$ cat config.mk
export PLATFORM = sky130hd
export DESIGN_NAME = pm_port_cd_override
export DESIGN_NICKNAME = d
export VERILOG_FILES = /design/src/pm_pkg.sv /design/src/pm_port_cd_override.sv
export VERILOG_INCLUDE_DIRS = /design/src
export SDC_FILE = /design/constraint.sdc
export NUM_CORES = 1
export LEC_CHECK = 0
export BUFFER_PORTS_ARGS = -buffer_cell sky130_fd_sc_hd__buf_2
export CAP_MARGIN = 30
export CORE_MARGIN = 2
export CORE_UTILIZATION = 43
export DETAILED_ROUTE_END_ITERATION = 10
export PLACE_DENSITY = 0.82
export SYNTH_ARGS = -nofsm -noshare
export SYNTH_HDL_FRONTEND = slang
export SYNTH_SLANG_ARGS = --single-unit
$ cat constraint.sdc
create_clock -name clk_sys -period 1.45 [get_ports clk_sys]
set_input_delay 0.0725 -clock clk_sys [delete_from_list [all_inputs] [get_ports clk_sys]]
set_output_delay 0.0725 -clock clk_sys [all_outputs]
set_load 0.05 [all_outputs]
$ cat src/pm_consts.svh
// Named constants for the port C / port D alternate-function override.
// Assumes it is included by bare name from the package and the module.
`ifndef PM_CONSTS_SVH
`define PM_CONSTS_SVH

// ****************
// Pin positions in the combined 16-bit pin vector (C low, D high)
// ****************
`define PM_NPINS 16
`define PM_SCL 0
`define PM_SDA 1
`define PM_TCLK 2
`define PM_TMSEL 3
`define PM_TDOUT 4
`define PM_TDIN 5
`define PM_OSC_IN 6
`define PM_OSC_OUT 7
`define PM_RXD 8
`define PM_TXD 9
`define PM_IRQ0 10
`define PM_IRQ1 11
`define PM_CMP1B 12
`define PM_CMP1A 13
`define PM_CAPT 14
`define PM_CMP2 15
`define PM_PORT_W 8

// ****************
// Spike filter timing
// ****************
`define PM_CLK_NS 25
`define PM_SPIKE_NS 50
`define PM_SPIKE_CYC ((`PM_SPIKE_NS + `PM_CLK_NS - 1) / `PM_CLK_NS)
`define PM_FILT_W 4

// ****************
// Reset values
// ****************
`define PM_RST_VEC 16'h0000
`define PM_RST_TWO 2'h0

`endif

$ cat src/pm_pkg.sv
// Types shared by the pin override logic.
// Assumes pm_consts.svh is reachable on the include path.
`include "pm_consts.svh"

package pm_pkg;

    // ****************
    // Whole state of the override block, one packed struct
    // ****************
    typedef struct packed {
        logic [`PM_NPINS-1:0] sync1;   // First synchroniser stage
        logic [`PM_NPINS-1:0] sync2;   // Second synchroniser stage
        logic [1:0] twi_val;           // Filtered clock/data levels
        logic [1:0][`PM_FILT_W-1:0] twi_cnt; // Filter run counters
        logic [`PM_NPINS-1:0] pad_out; // Registered pad output value
        logic [`PM_NPINS-1:0] pad_oe;  // Registered pad drive enable
        logic [`PM_NPINS-1:0] pad_pu;  // Registered pull-up enable
        logic [`PM_NPINS-1:0] din;     // Gated digital input levels
    } pm_state_type;

endpackage

$ cat src/pm_port_cd_override.sv
// Alternate-function override for port C and port D pins.
// Assumes port registers and peripheral signals come from logic on
// clk_sys, and pad inputs arrive asynchronously from the package.
`timescale 1ns/1ps
`include "pm_consts.svh"

// Notes on behaviour
// - Test port takes C2 as test clock
// - Two-wire enable takes C1 as data line
// - Two-wire enable takes C0 as clock line
// - Two-wire inputs reject pulses under 50 ns
// - Two-wire pins open-drain, outputs steer direction
// - Two-wire pull-up follows port bit, not disabled
// - Async timer clock gives C7/C6 to oscillator
// - Data-in pulled up; data-out drives when shifting
// - Mode-select, test clock: pulled-up analog-path inputs
// - Timer 2 compare replaces D7 output value
// - Timer 1 compares replace D5, D4 values
// - D6 digital input feeds timer 1 capture
// - External interrupts force D2/D3 inputs on
// - Transmitter forces D1 output, no pull-up
// - Receiver forces D0 input, delivers receive data
// - Receive pull-up follows port bit, not disabled
// - Global pull-up disable turns off port pull-ups, except on the test-port input pins
module pm_port_cd_override
    import pm_pkg::*;
(
    input wire logic clk_sys,
    input wire logic nrst,
    // Port register bits
    input wire logic [`PM_PORT_W-1:0] portc_out,
    input wire logic [`PM_PORT_W-1:0] portc_dir,
    input wire logic [`PM_PORT_W-1:0] portd_out,
    input wire logic [`PM_PORT_W-1:0] portd_dir,
    input wire logic global_pullup_disable,
    // Peripheral enables
    input wire logic timer2_async_select,
    input wire logic test_port_enable,
    input wire logic shift_instr_state,
    input wire logic shift_data_state,
    input wire logic two_wire_enable,
    input wire logic timer2_compare_en,
    input wire logic timer1_compare_a_en,
    input wire logic timer1_compare_b_en,
    input wire logic ext_irq0_en,
    input wire logic ext_irq1_en,
    input wire logic transmitter_enable,
    input wire logic receiver_enable,
    // Peripheral output values
    input wire logic test_data_out,
    input wire logic two_wire_data_out,
    input wire logic two_wire_clock_out,
    input wire logic timer2_compare_out,
    input wire logic timer1_compare_a_out,
    input wire logic timer1_compare_b_out,
    input wire logic transmit_data,
    // Pads
    input wire logic [`PM_PORT_W-1:0] padc_in,
    input wire logic [`PM_PORT_W-1:0] padd_in,
    output logic [`PM_PORT_W-1:0] padc_out,
    output logic [`PM_PORT_W-1:0] padc_oe,
    output logic [`PM_PORT_W-1:0] padc_pullup,
    output logic [`PM_PORT_W-1:0] padd_out,
    output logic [`PM_PORT_W-1:0] padd_oe,
    output logic [`PM_PORT_W-1:0] padd_pullup,
    // Pin levels seen by the port read path
    output logic [`PM_PORT_W-1:0] portc_pin,
    output logic [`PM_PORT_W-1:0] portd_pin,
    // Peripheral inputs
    output logic test_clock_in,
    output logic test_mode_in,
    output logic test_data_in,
    output logic two_wire_data_in,
    output logic two_wire_clock_in,
    output logic timer_osc_in,
    output logic timer1_capture_in,
    output logic ext_irq0_in,
    output logic ext_irq1_in,
    output logic receive_data
);

    // ****************
    // State and next state
    // ****************
    pm_state_type st_q; // Registered state
    pm_state_type st_d; // Next state

    // Per-pin override enables and values
    logic [`PM_NPINS-1:0] pullup_override_en;
    logic [`PM_NPINS-1:0] pullup_override_val;
    logic [`PM_NPINS-1:0] dir_override_en;
    logic [`PM_NPINS-1:0] dir_override_val;
    logic [`PM_NPINS-1:0] outval_override_en;
    logic [`PM_NPINS-1:0] outval_override_val;
    logic [`PM_NPINS-1:0] input_enable_override_en;
    logic [`PM_NPINS-1:0] input_enable_override_val;

    // Combined register views and pad input
    logic [`PM_NPINS-1:0] reg_out;  // Port output bits, C then D
    logic [`PM_NPINS-1:0] reg_dir;  // Port direction bits, C then D
    logic [`PM_NPINS-1:0] pad_in;   // Raw asynchronous pad levels

    // Final per-pin controls before registering
    logic [`PM_NPINS-1:0] fin_pu;
    logic [`PM_NPINS-1:0] fin_dir;
    logic [`PM_NPINS-1:0] fin_out;
    logic [`PM_NPINS-1:0] fin_die;

    // Either shift state lets the test data pin drive
    logic shifting;

    assign reg_out = {portd_out, portc_out};
    assign reg_dir = {portd_dir, portc_dir};
    assign pad_in = {padd_in, padc_in};
    assign shifting = shift_instr_state | shift_data_state;

    // ****************
    // Override table
    // ****************
    // Pins without an alternate owner keep all enables low.
    always_comb begin
        pullup_override_en = `PM_RST_VEC;
        pullup_override_val = `PM_RST_VEC;
        dir_override_en = `PM_RST_VEC;
        dir_override_val = `PM_RST_VEC;
        outval_override_en = `PM_RST_VEC;
        outval_override_val = `PM_RST_VEC;
        input_enable_override_en = `PM_RST_VEC;
        input_enable_override_val = `PM_RST_VEC;

        // Oscillator pins: released, no pull-up, no digital input
        pullup_override_en[`PM_OSC_OUT] = timer2_async_select;
        dir_override_en[`PM_OSC_OUT] = timer2_async_select;
        input_enable_override_en[`PM_OSC_OUT] = timer2_async_select;
        pullup_override_en[`PM_OSC_IN] = timer2_async_select;
        dir_override_en[`PM_OSC_IN] = timer2_async_select;
        input_enable_override_en[`PM_OSC_IN] = timer2_async_select;

        // Test data in: pulled up input on the analog path
        pullup_override_en[`PM_TDIN] = test_port_enable;
        pullup_override_val[`PM_TDIN] = 1'b1;
        dir_override_en[`PM_TDIN] = test_port_enable;
        input_enable_override_en[`PM_TDIN] = test_port_enable;

        // Test data out: drives only while shifting
        pullup_override_en[`PM_TDOUT] = test_port_enable;
        dir_override_en[`PM_TDOUT] = test_port_enable;
        dir_override_val[`PM_TDOUT] = shifting;
        outval_override_en[`PM_TDOUT] = test_port_enable;
        outval_override_val[`PM_TDOUT] = test_data_out;
        input_enable_override_en[`PM_TDOUT] = test_port_enable;

        // Mode select and test clock: pulled-up inputs
        pullup_override_en[`PM_TMSEL] = test_port_enable;
        pullup_override_val[`PM_TMSEL] = 1'b1;
        dir_override_en[`PM_TMSEL] = test_port_enable;
        input_enable_override_en[`PM_TMSEL] = test_port_enable;
        pullup_override_en[`PM_TCLK] = test_port_enable;
        pullup_override_val[`PM_TCLK] = 1'b1;
        dir_override_en[`PM_TCLK] = test_port_enable;
        input_enable_override_en[`PM_TCLK] = test_port_enable;

        // Two-wire data: open drain, output value pinned low
        pullup_override_en[`PM_SDA] = two_wire_enable;
        pullup_override_val[`PM_SDA] =
            portc_out[`PM_SDA] & ~global_pullup_disable;
        dir_override_en[`PM_SDA] = two_wire_enable;
        dir_override_val[`PM_SDA] = two_wire_data_out;
        outval_override_en[`PM_SDA] = two_wire_enable;

        // Two-wire clock: same open-drain treatment
        pullup_override_en[`PM_SCL] = two_wire_enable;
        pullup_override_val[`PM_SCL] =
            portc_out[`PM_SCL] & ~global_pullup_disable;
        dir_override_en[`PM_SCL] = two_wire_enable;
        dir_override_val[`PM_SCL] = two_wire_clock_out;
        outval_override_en[`PM_SCL] = two_wire_enable;

        // Timer compare outputs replace only the value
        outval_override_en[`PM_CMP2] = timer2_compare_en;
        outval_override_val[`PM_CMP2] = timer2_compare_out;
        outval_override_en[`PM_CMP1A] = timer1_compare_a_en;
        outval_override_val[`PM_CMP1A] = timer1_compare_a_out;
        outval_override_en[`PM_CMP1B] = timer1_compare_b_en;
        outval_override_val[`PM_CMP1B] = timer1_compare_b_out;

        // External interrupts keep the input buffer awake
        input_enable_override_en[`PM_IRQ0] = ext_irq0_en;
        input_enable_override_val[`PM_IRQ0] = 1'b1;
        input_enable_override_en[`PM_IRQ1] = ext_irq1_en;
        input_enable_override_val[`PM_IRQ1] = 1'b1;

        // Transmit pin: forced output, no pull-up
        pullup_override_en[`PM_TXD] = transmitter_enable;
        dir_override_en[`PM_TXD] = transmitter_enable;
        dir_override_val[`PM_TXD] = 1'b1;
        outval_override_en[`PM_TXD] = transmitter_enable;
        outval_override_val[`PM_TXD] = transmit_data;

        // Receive pin: forced input, pull-up from port bit
        pullup_override_en[`PM_RXD] = receiver_enable;
        pullup_override_val[`PM_RXD] =
            portd_out[`PM_RXD - `PM_PORT_W] & ~global_pullup_disable;
        dir_override_en[`PM_RXD] = receiver_enable;
    end

    // ****************
    // Per-pin multiplexers
    // ****************
    // Register defaults: pull-up when input with output bit set,
    // unless the global disable is on; digital input awake.
    always_comb begin
        for (int i = 0; i < `PM_NPINS; i++) begin
            fin_pu[i] = pullup_override_en[i] ? pullup_override_val[i]
                : (reg_out[i] & ~reg_dir[i]
                   & ~global_pullup_disable);
            fin_dir[i] = dir_override_en[i] ? dir_override_val[i]
                : reg_dir[i];
            fin_out[i] = outval_override_en[i] ? outval_override_val[i]
                : reg_out[i];
            fin_die[i] = input_enable_override_en[i]
                ? input_enable_override_val[i] : 1'b1;
        end
    end

    // ****************
    // Next-state logic
    // ****************
    // Two-flop synchroniser, spike filter on the two-wire pins,
    // and registered pad controls. Registering the pads costs one
    // cycle of latency but keeps glitches off the package pins.
    always_comb begin
        logic [`PM_FILT_W-1:0] nxt;
        logic raw;
        nxt = '0;
        raw = 1'b0;
        st_d = st_q;
        st_d.sync1 = pad_in;
        st_d.sync2 = st_q.sync1;

        // Filter: a new level must persist for the spike time
        for (int k = 0; k < 2; k++) begin
            raw = st_q.sync2[k];
            nxt = st_q.twi_cnt[k] + `PM_FILT_W'(1);
            if (!two_wire_enable) begin
                // Bypass while the interface does not own the pin
                st_d.twi_val[k] = raw;
                st_d.twi_cnt[k] = '0;
            end else if (raw == st_q.twi_val[k]) begin
                // Level agrees, any pending change was a spike
                st_d.twi_cnt[k] = '0;
            end else if (nxt >= `PM_FILT_W'(`PM_SPIKE_CYC)) begin
                // Change held long enough, accept it
                st_d.twi_val[k] = raw;
                st_d.twi_cnt[k] = '0;
            end else begin
                // Still counting the run of the new level
                st_d.twi_cnt[k] = nxt;
            end
        end

        st_d.pad_pu = fin_pu;
        st_d.pad_oe = fin_dir;
        st_d.pad_out = fin_out;
        // Disabled input buffers read as zero
        st_d.din = st_q.sync2 & fin_die;
    end

    // ****************
    // State register
    // ****************
    always_ff @(posedge clk_sys or negedge nrst) begin
        if (!nrst) begin
            st_q.sync1 <= `PM_RST_VEC;
            st_q.sync2 <= `PM_RST_VEC;
            st_q.twi_val <= `PM_RST_TWO;
            st_q.twi_cnt <= '0;
            st_q.pad_out <= `PM_RST_VEC;
            st_q.pad_oe <= `PM_RST_VEC;
            st_q.pad_pu <= `PM_RST_VEC;
            st_q.din <= `PM_RST_VEC;
        end else begin
            st_q <= st_d;
        end
    end

    // ****************
    // Pad outputs
    // ****************
    assign padc_out = st_q.pad_out[`PM_PORT_W-1:0];
    assign padc_oe = st_q.pad_oe[`PM_PORT_W-1:0];
    assign padc_pullup = st_q.pad_pu[`PM_PORT_W-1:0];
    assign padd_out = st_q.pad_out[`PM_NPINS-1:`PM_PORT_W];
    assign padd_oe = st_q.pad_oe[`PM_NPINS-1:`PM_PORT_W];
    assign padd_pullup = st_q.pad_pu[`PM_NPINS-1:`PM_PORT_W];
    assign portc_pin = st_q.din[`PM_PORT_W-1:0];
    assign portd_pin = st_q.din[`PM_NPINS-1:`PM_PORT_W];

    // ****************
    // Peripheral inputs
    // ****************
    // Analog-path signals bypass the input-enable gate, so they stay
    // alive while the digital buffer is switched off.
    assign test_clock_in = st_q.sync2[`PM_TCLK];
    assign test_mode_in = st_q.sync2[`PM_TMSEL];
    assign test_data_in = st_q.sync2[`PM_TDIN];
    assign two_wire_data_in = st_q.twi_val[`PM_SDA];
    assign two_wire_clock_in = st_q.twi_val[`PM_SCL];
    assign timer_osc_in = st_q.sync2[`PM_OSC_IN];
    assign timer1_capture_in = st_q.din[`PM_CAPT];
    assign ext_irq0_in = st_q.din[`PM_IRQ0];
    assign ext_irq1_in = st_q.din[`PM_IRQ1];
    assign receive_data = st_q.din[`PM_RXD];

endmodule // pm_port_cd_override

# == Yosys cells after proc, flatten, opt, wreduce, memory -nomap -nowiden ==
# Cells that the tools add are included.
# classes
mux,41
reduce_logical,2
eq_ne,6
n_bitwise,54
add_sub_neg,2
magnitude_cmp,2
# op_table
cell,n
$and A1 B1 Y1,35
$mux W1,35
$mux W4,6
$not A1 Y1,17
$and A16 B16 Y16,1
$add A4 B1 Y4 const B,2
$ge A4 B2 Y1 const B,2
$ne A2 B1 Y1 const B,2
$ne A2 B2 Y1 const B,2
$reduce_and A2 Y1,2
$eq A1 B1 Y1,2
$or A1 B1 Y1,1
# totals
wordCells,117
in_bits,70
register_bits,106
output_inout_bits,74

# == Longest topological paths before layout ==
# depth
ltp_word,5
depth_mapped,5

# == Worst setup path after synthesis ==
# Ideal clock, no wire load.
# synth_timing
path_type,reg2reg
start,reg st_q[64] in the netlist's numbering
end,"reg st_q, in the netlist two_wire_clock_in"
path_buffers,0
path_stages_with_launch,5
t_required_ns,1.325
period_less_slack_ns,1.354
setup_ns,0.125
setup_slack_ns,0.096
arrival_time_ns,1.229
path_cell_list,dfrtp_1 -> ha_1 -> and3b_1 -> o211ai_2 -> mux2_4
# synth_via
elab_chain_cells,4
# synth_lines
item,line,source
"start, declared",pm_port_cd_override.sv:85,pm_state_type st_q;
"start signal, assigned",pm_port_cd_override.sv:283,st_q <= st_d;
$add A4 B1 Y4,pm_port_cd_override.sv:244,nxt = st_q.twi_cnt[k] + `PM_FILT_W'(1);
$ge A4 B2 Y1,pm_port_cd_override.sv:252,end else if (nxt >= `PM_FILT_W'(`PM_SPIKE_CYC)) begin
$ne A2 B1 Y1 (no line),-,
$reduce_and A2 Y1 (no line),-,
# No other way between the ends.
# A chain may end at the register's enable or synchronous reset.

# == Final worst setup path ==
# Ends and elaborated chain as after synthesis.

==> metrics.txt <==
antenna violations before repair 0; CP Data Arrival Time 1680 ps; Worst Hold Path Cells 2; Die Y 96.7 um; status finished clean; Max Cap Viol 0; Final min period 1420 ps; Synth Area per Inst 15.3 um^2; largest net degree at the start of global routing 58; worst vdd ir 0.614 mV; reg2reg end two_wire_clock_in; post-synthesis cell area 0.00369 mm^2; min-delay worst type in -> reg; Pre-antenna DRT Iters 4; fin area 0.00499 mm^2; die width 96.7 um; final setup violation count 0; NumNets Final 475; FMAX 702 MHz; clock skew 7.59 ps; crit-path cells ha_1 > and3b_1 > o211ai_2 > mux2_4; Seq/Total Area, Yosys 71.8%; H-tree Lvls 3; Worst Setup End Kind flip-flop; Placement Cell Area 0.00410 mm^2; setup slack, reg-to-reg 30 ps; crit path kind reg -> reg; final hold vios 0; clock sink count 106; #FFs+latches synth 106; initial core utilization 44.7%; critical path's slowest cell dfrtp_1; Setup Buffers After CTS 0; crit start category flip-flop; Leakage Power 2.53 nW; end of the critical path two_wire_clock_in; DR vias 2188; Worst Setup SP st_q[64]; clk_lat worst skew 350 ps; CTS Root Cell clkbuf_8; Placeable Area 0.00826 mm^2; Yosys top cell by area dfrtp_1; Iter 0 DRT Violations 23; Tcrit/Tclk final 98.2%; Synth cell types 24; Vias/cell 4.28; Congestion Overflow GR 0; R2R depth 4; I/O pin count 144; pwr dens 1190 mW/mm^2; ys async rst share 100%; top_reg_cell synth dfrtp_1; TritonCTS buffer count 9; DRT Wirelength 7090 um; dpl ws 22.1 ps; Critical Path RT 1700 ps; Placer Congestion 0.767; Worst path max stage delay 430 ps; share of cells above drive strength 1 43.6%; die area 0.00935 mm^2; clock transition at the registers of the reported paths 100 ps; global-route wire length before repair 12000 um; Power Total 0.00595 W; EDFF count, synth 0; largest fanout on the critical path 5; commonest non-fill, non-tap cell in the layout buf_2; DRC viols 0; RR Startpoint st_q[64]; post-DP HPWL 4270 um; ANT cells 0; vias in the first global route 2432; CTS Buffer Depth 2; post-route ant nets 0; Site Rows 33; TritonCTS clock tree yes; most frequent cells in the layout buf_2, dfrtp_1, dlygate4sd3_1; final setup margin 25.6 ps; max-slew violation count 0; RSZ-0062 raised after global routing true; Post-Syn Instances 242; Synth area leaders dfrtp_1, buf_4, nor2b_1, nor3b_1, mux2_2; Ys Warns 0; Core Util, Final 60.4%; post-synth top area share 71.8%; Avg WL per Cell 13.9 um; Layout area overhead 35.0%; # port buffers 141; GRT Util Overall 16.5%
sequential cells by signal (all words and copies together) (netlist names), 6 cells and up:
| register | flops |
|---|---|
| padd_pullup | 8 |
| padc_pullup | 8 |
| portd_pin | 6 |
| padd_out | 8 |
| padd_oe | 8 |
| st_d | 16 |
| st_q | 20 |
| padc_oe | 8 |
| padc_out | 8 |
| portc_pin | 8 |
cell families after synthesis:
family	synth area share, %
other cells	0.102
flops	71.8
fa+ha+maj	1.36
buf+inv	13.6
xor+xnor	0.948
simple gates	7.62
compound gates	2.24
mux	2.34
worst max-delay path: cells and delay by family, from the launching register on:
family / cells / cell delay (ps)
flops: 1 / 430
mux: 1 / 320
fa+ha+maj: 1 / 300
simple gates: 1 / 180
compound gates: 1 / 80
worst min path at each step:
stage,startpoint,end,slack [ps]
after global placement,nrst,portd_pin[0],80
final,two_wire_enable,padc_oe[0],40
after CTS,portd_dir[0],padd_pullup[0],6
after floorplan,nrst,ext_irq0_in,-220
after detailed placement,nrst,portd_pin[0],90
after global routing,portc_dir[0],padc_pullup[0],20
repair_timing:
item | 4_1_cts | 5_1_grt
endpoints found under the setup margin | 0 | 2
hold endpoints to repair | 172 | 0
resized for setup | 0 | 2
hold buffers | 67 | 0
power by group:
part,internal [W],switching [W]
logic,0.000330,0.000607
clock network,0.000835,0.00102
registers,0.00310,0.0000510
total,0.00427,0.00168
metrics by stage:
stage	hold WS [ps]	cells	setup TNS, ps
after floorplan	-223	247	0
after global placement	84.1	428	0
after detailed placement	92.3	428	0
after CTS	5.88	511	0
after global routing	19.0	511	-61.0
final	37.5	511	0
Yosys cell counts, types with 3 or more instances:
master	n
a21o_1	3
mux2_2	5
nor3b_1	10
ha_1	4
dfrtp_1	106
nor2b_1	12
and2b_2	4
nor4b_1	3
nor2_1	5
buf_4	64
xnor2_1	4
cell type report:
class                           instances  area [um^2]
Multi-Input combinational cell         72          568
Inverter                                2         7.51
Tap cell                              105          131
Clock buffer                            9          124
Timing Repair Buffer                  210         1420
Fill cell                             654         3270
Sequential cell                       106         2650
Clock inverter                          7         85.1
metal layers:
metal / track usage [%] / wire [um] / part of all wire (%)
met5: 0 / 0 / 0
met4: 5.20 / 97 / 1.4
met3: 5.49 / 543 / 7.7
met2: 27.6 / 3500 / 49
met1: 20.3 / 2960 / 42
Power figures use the tool's default switching activity.
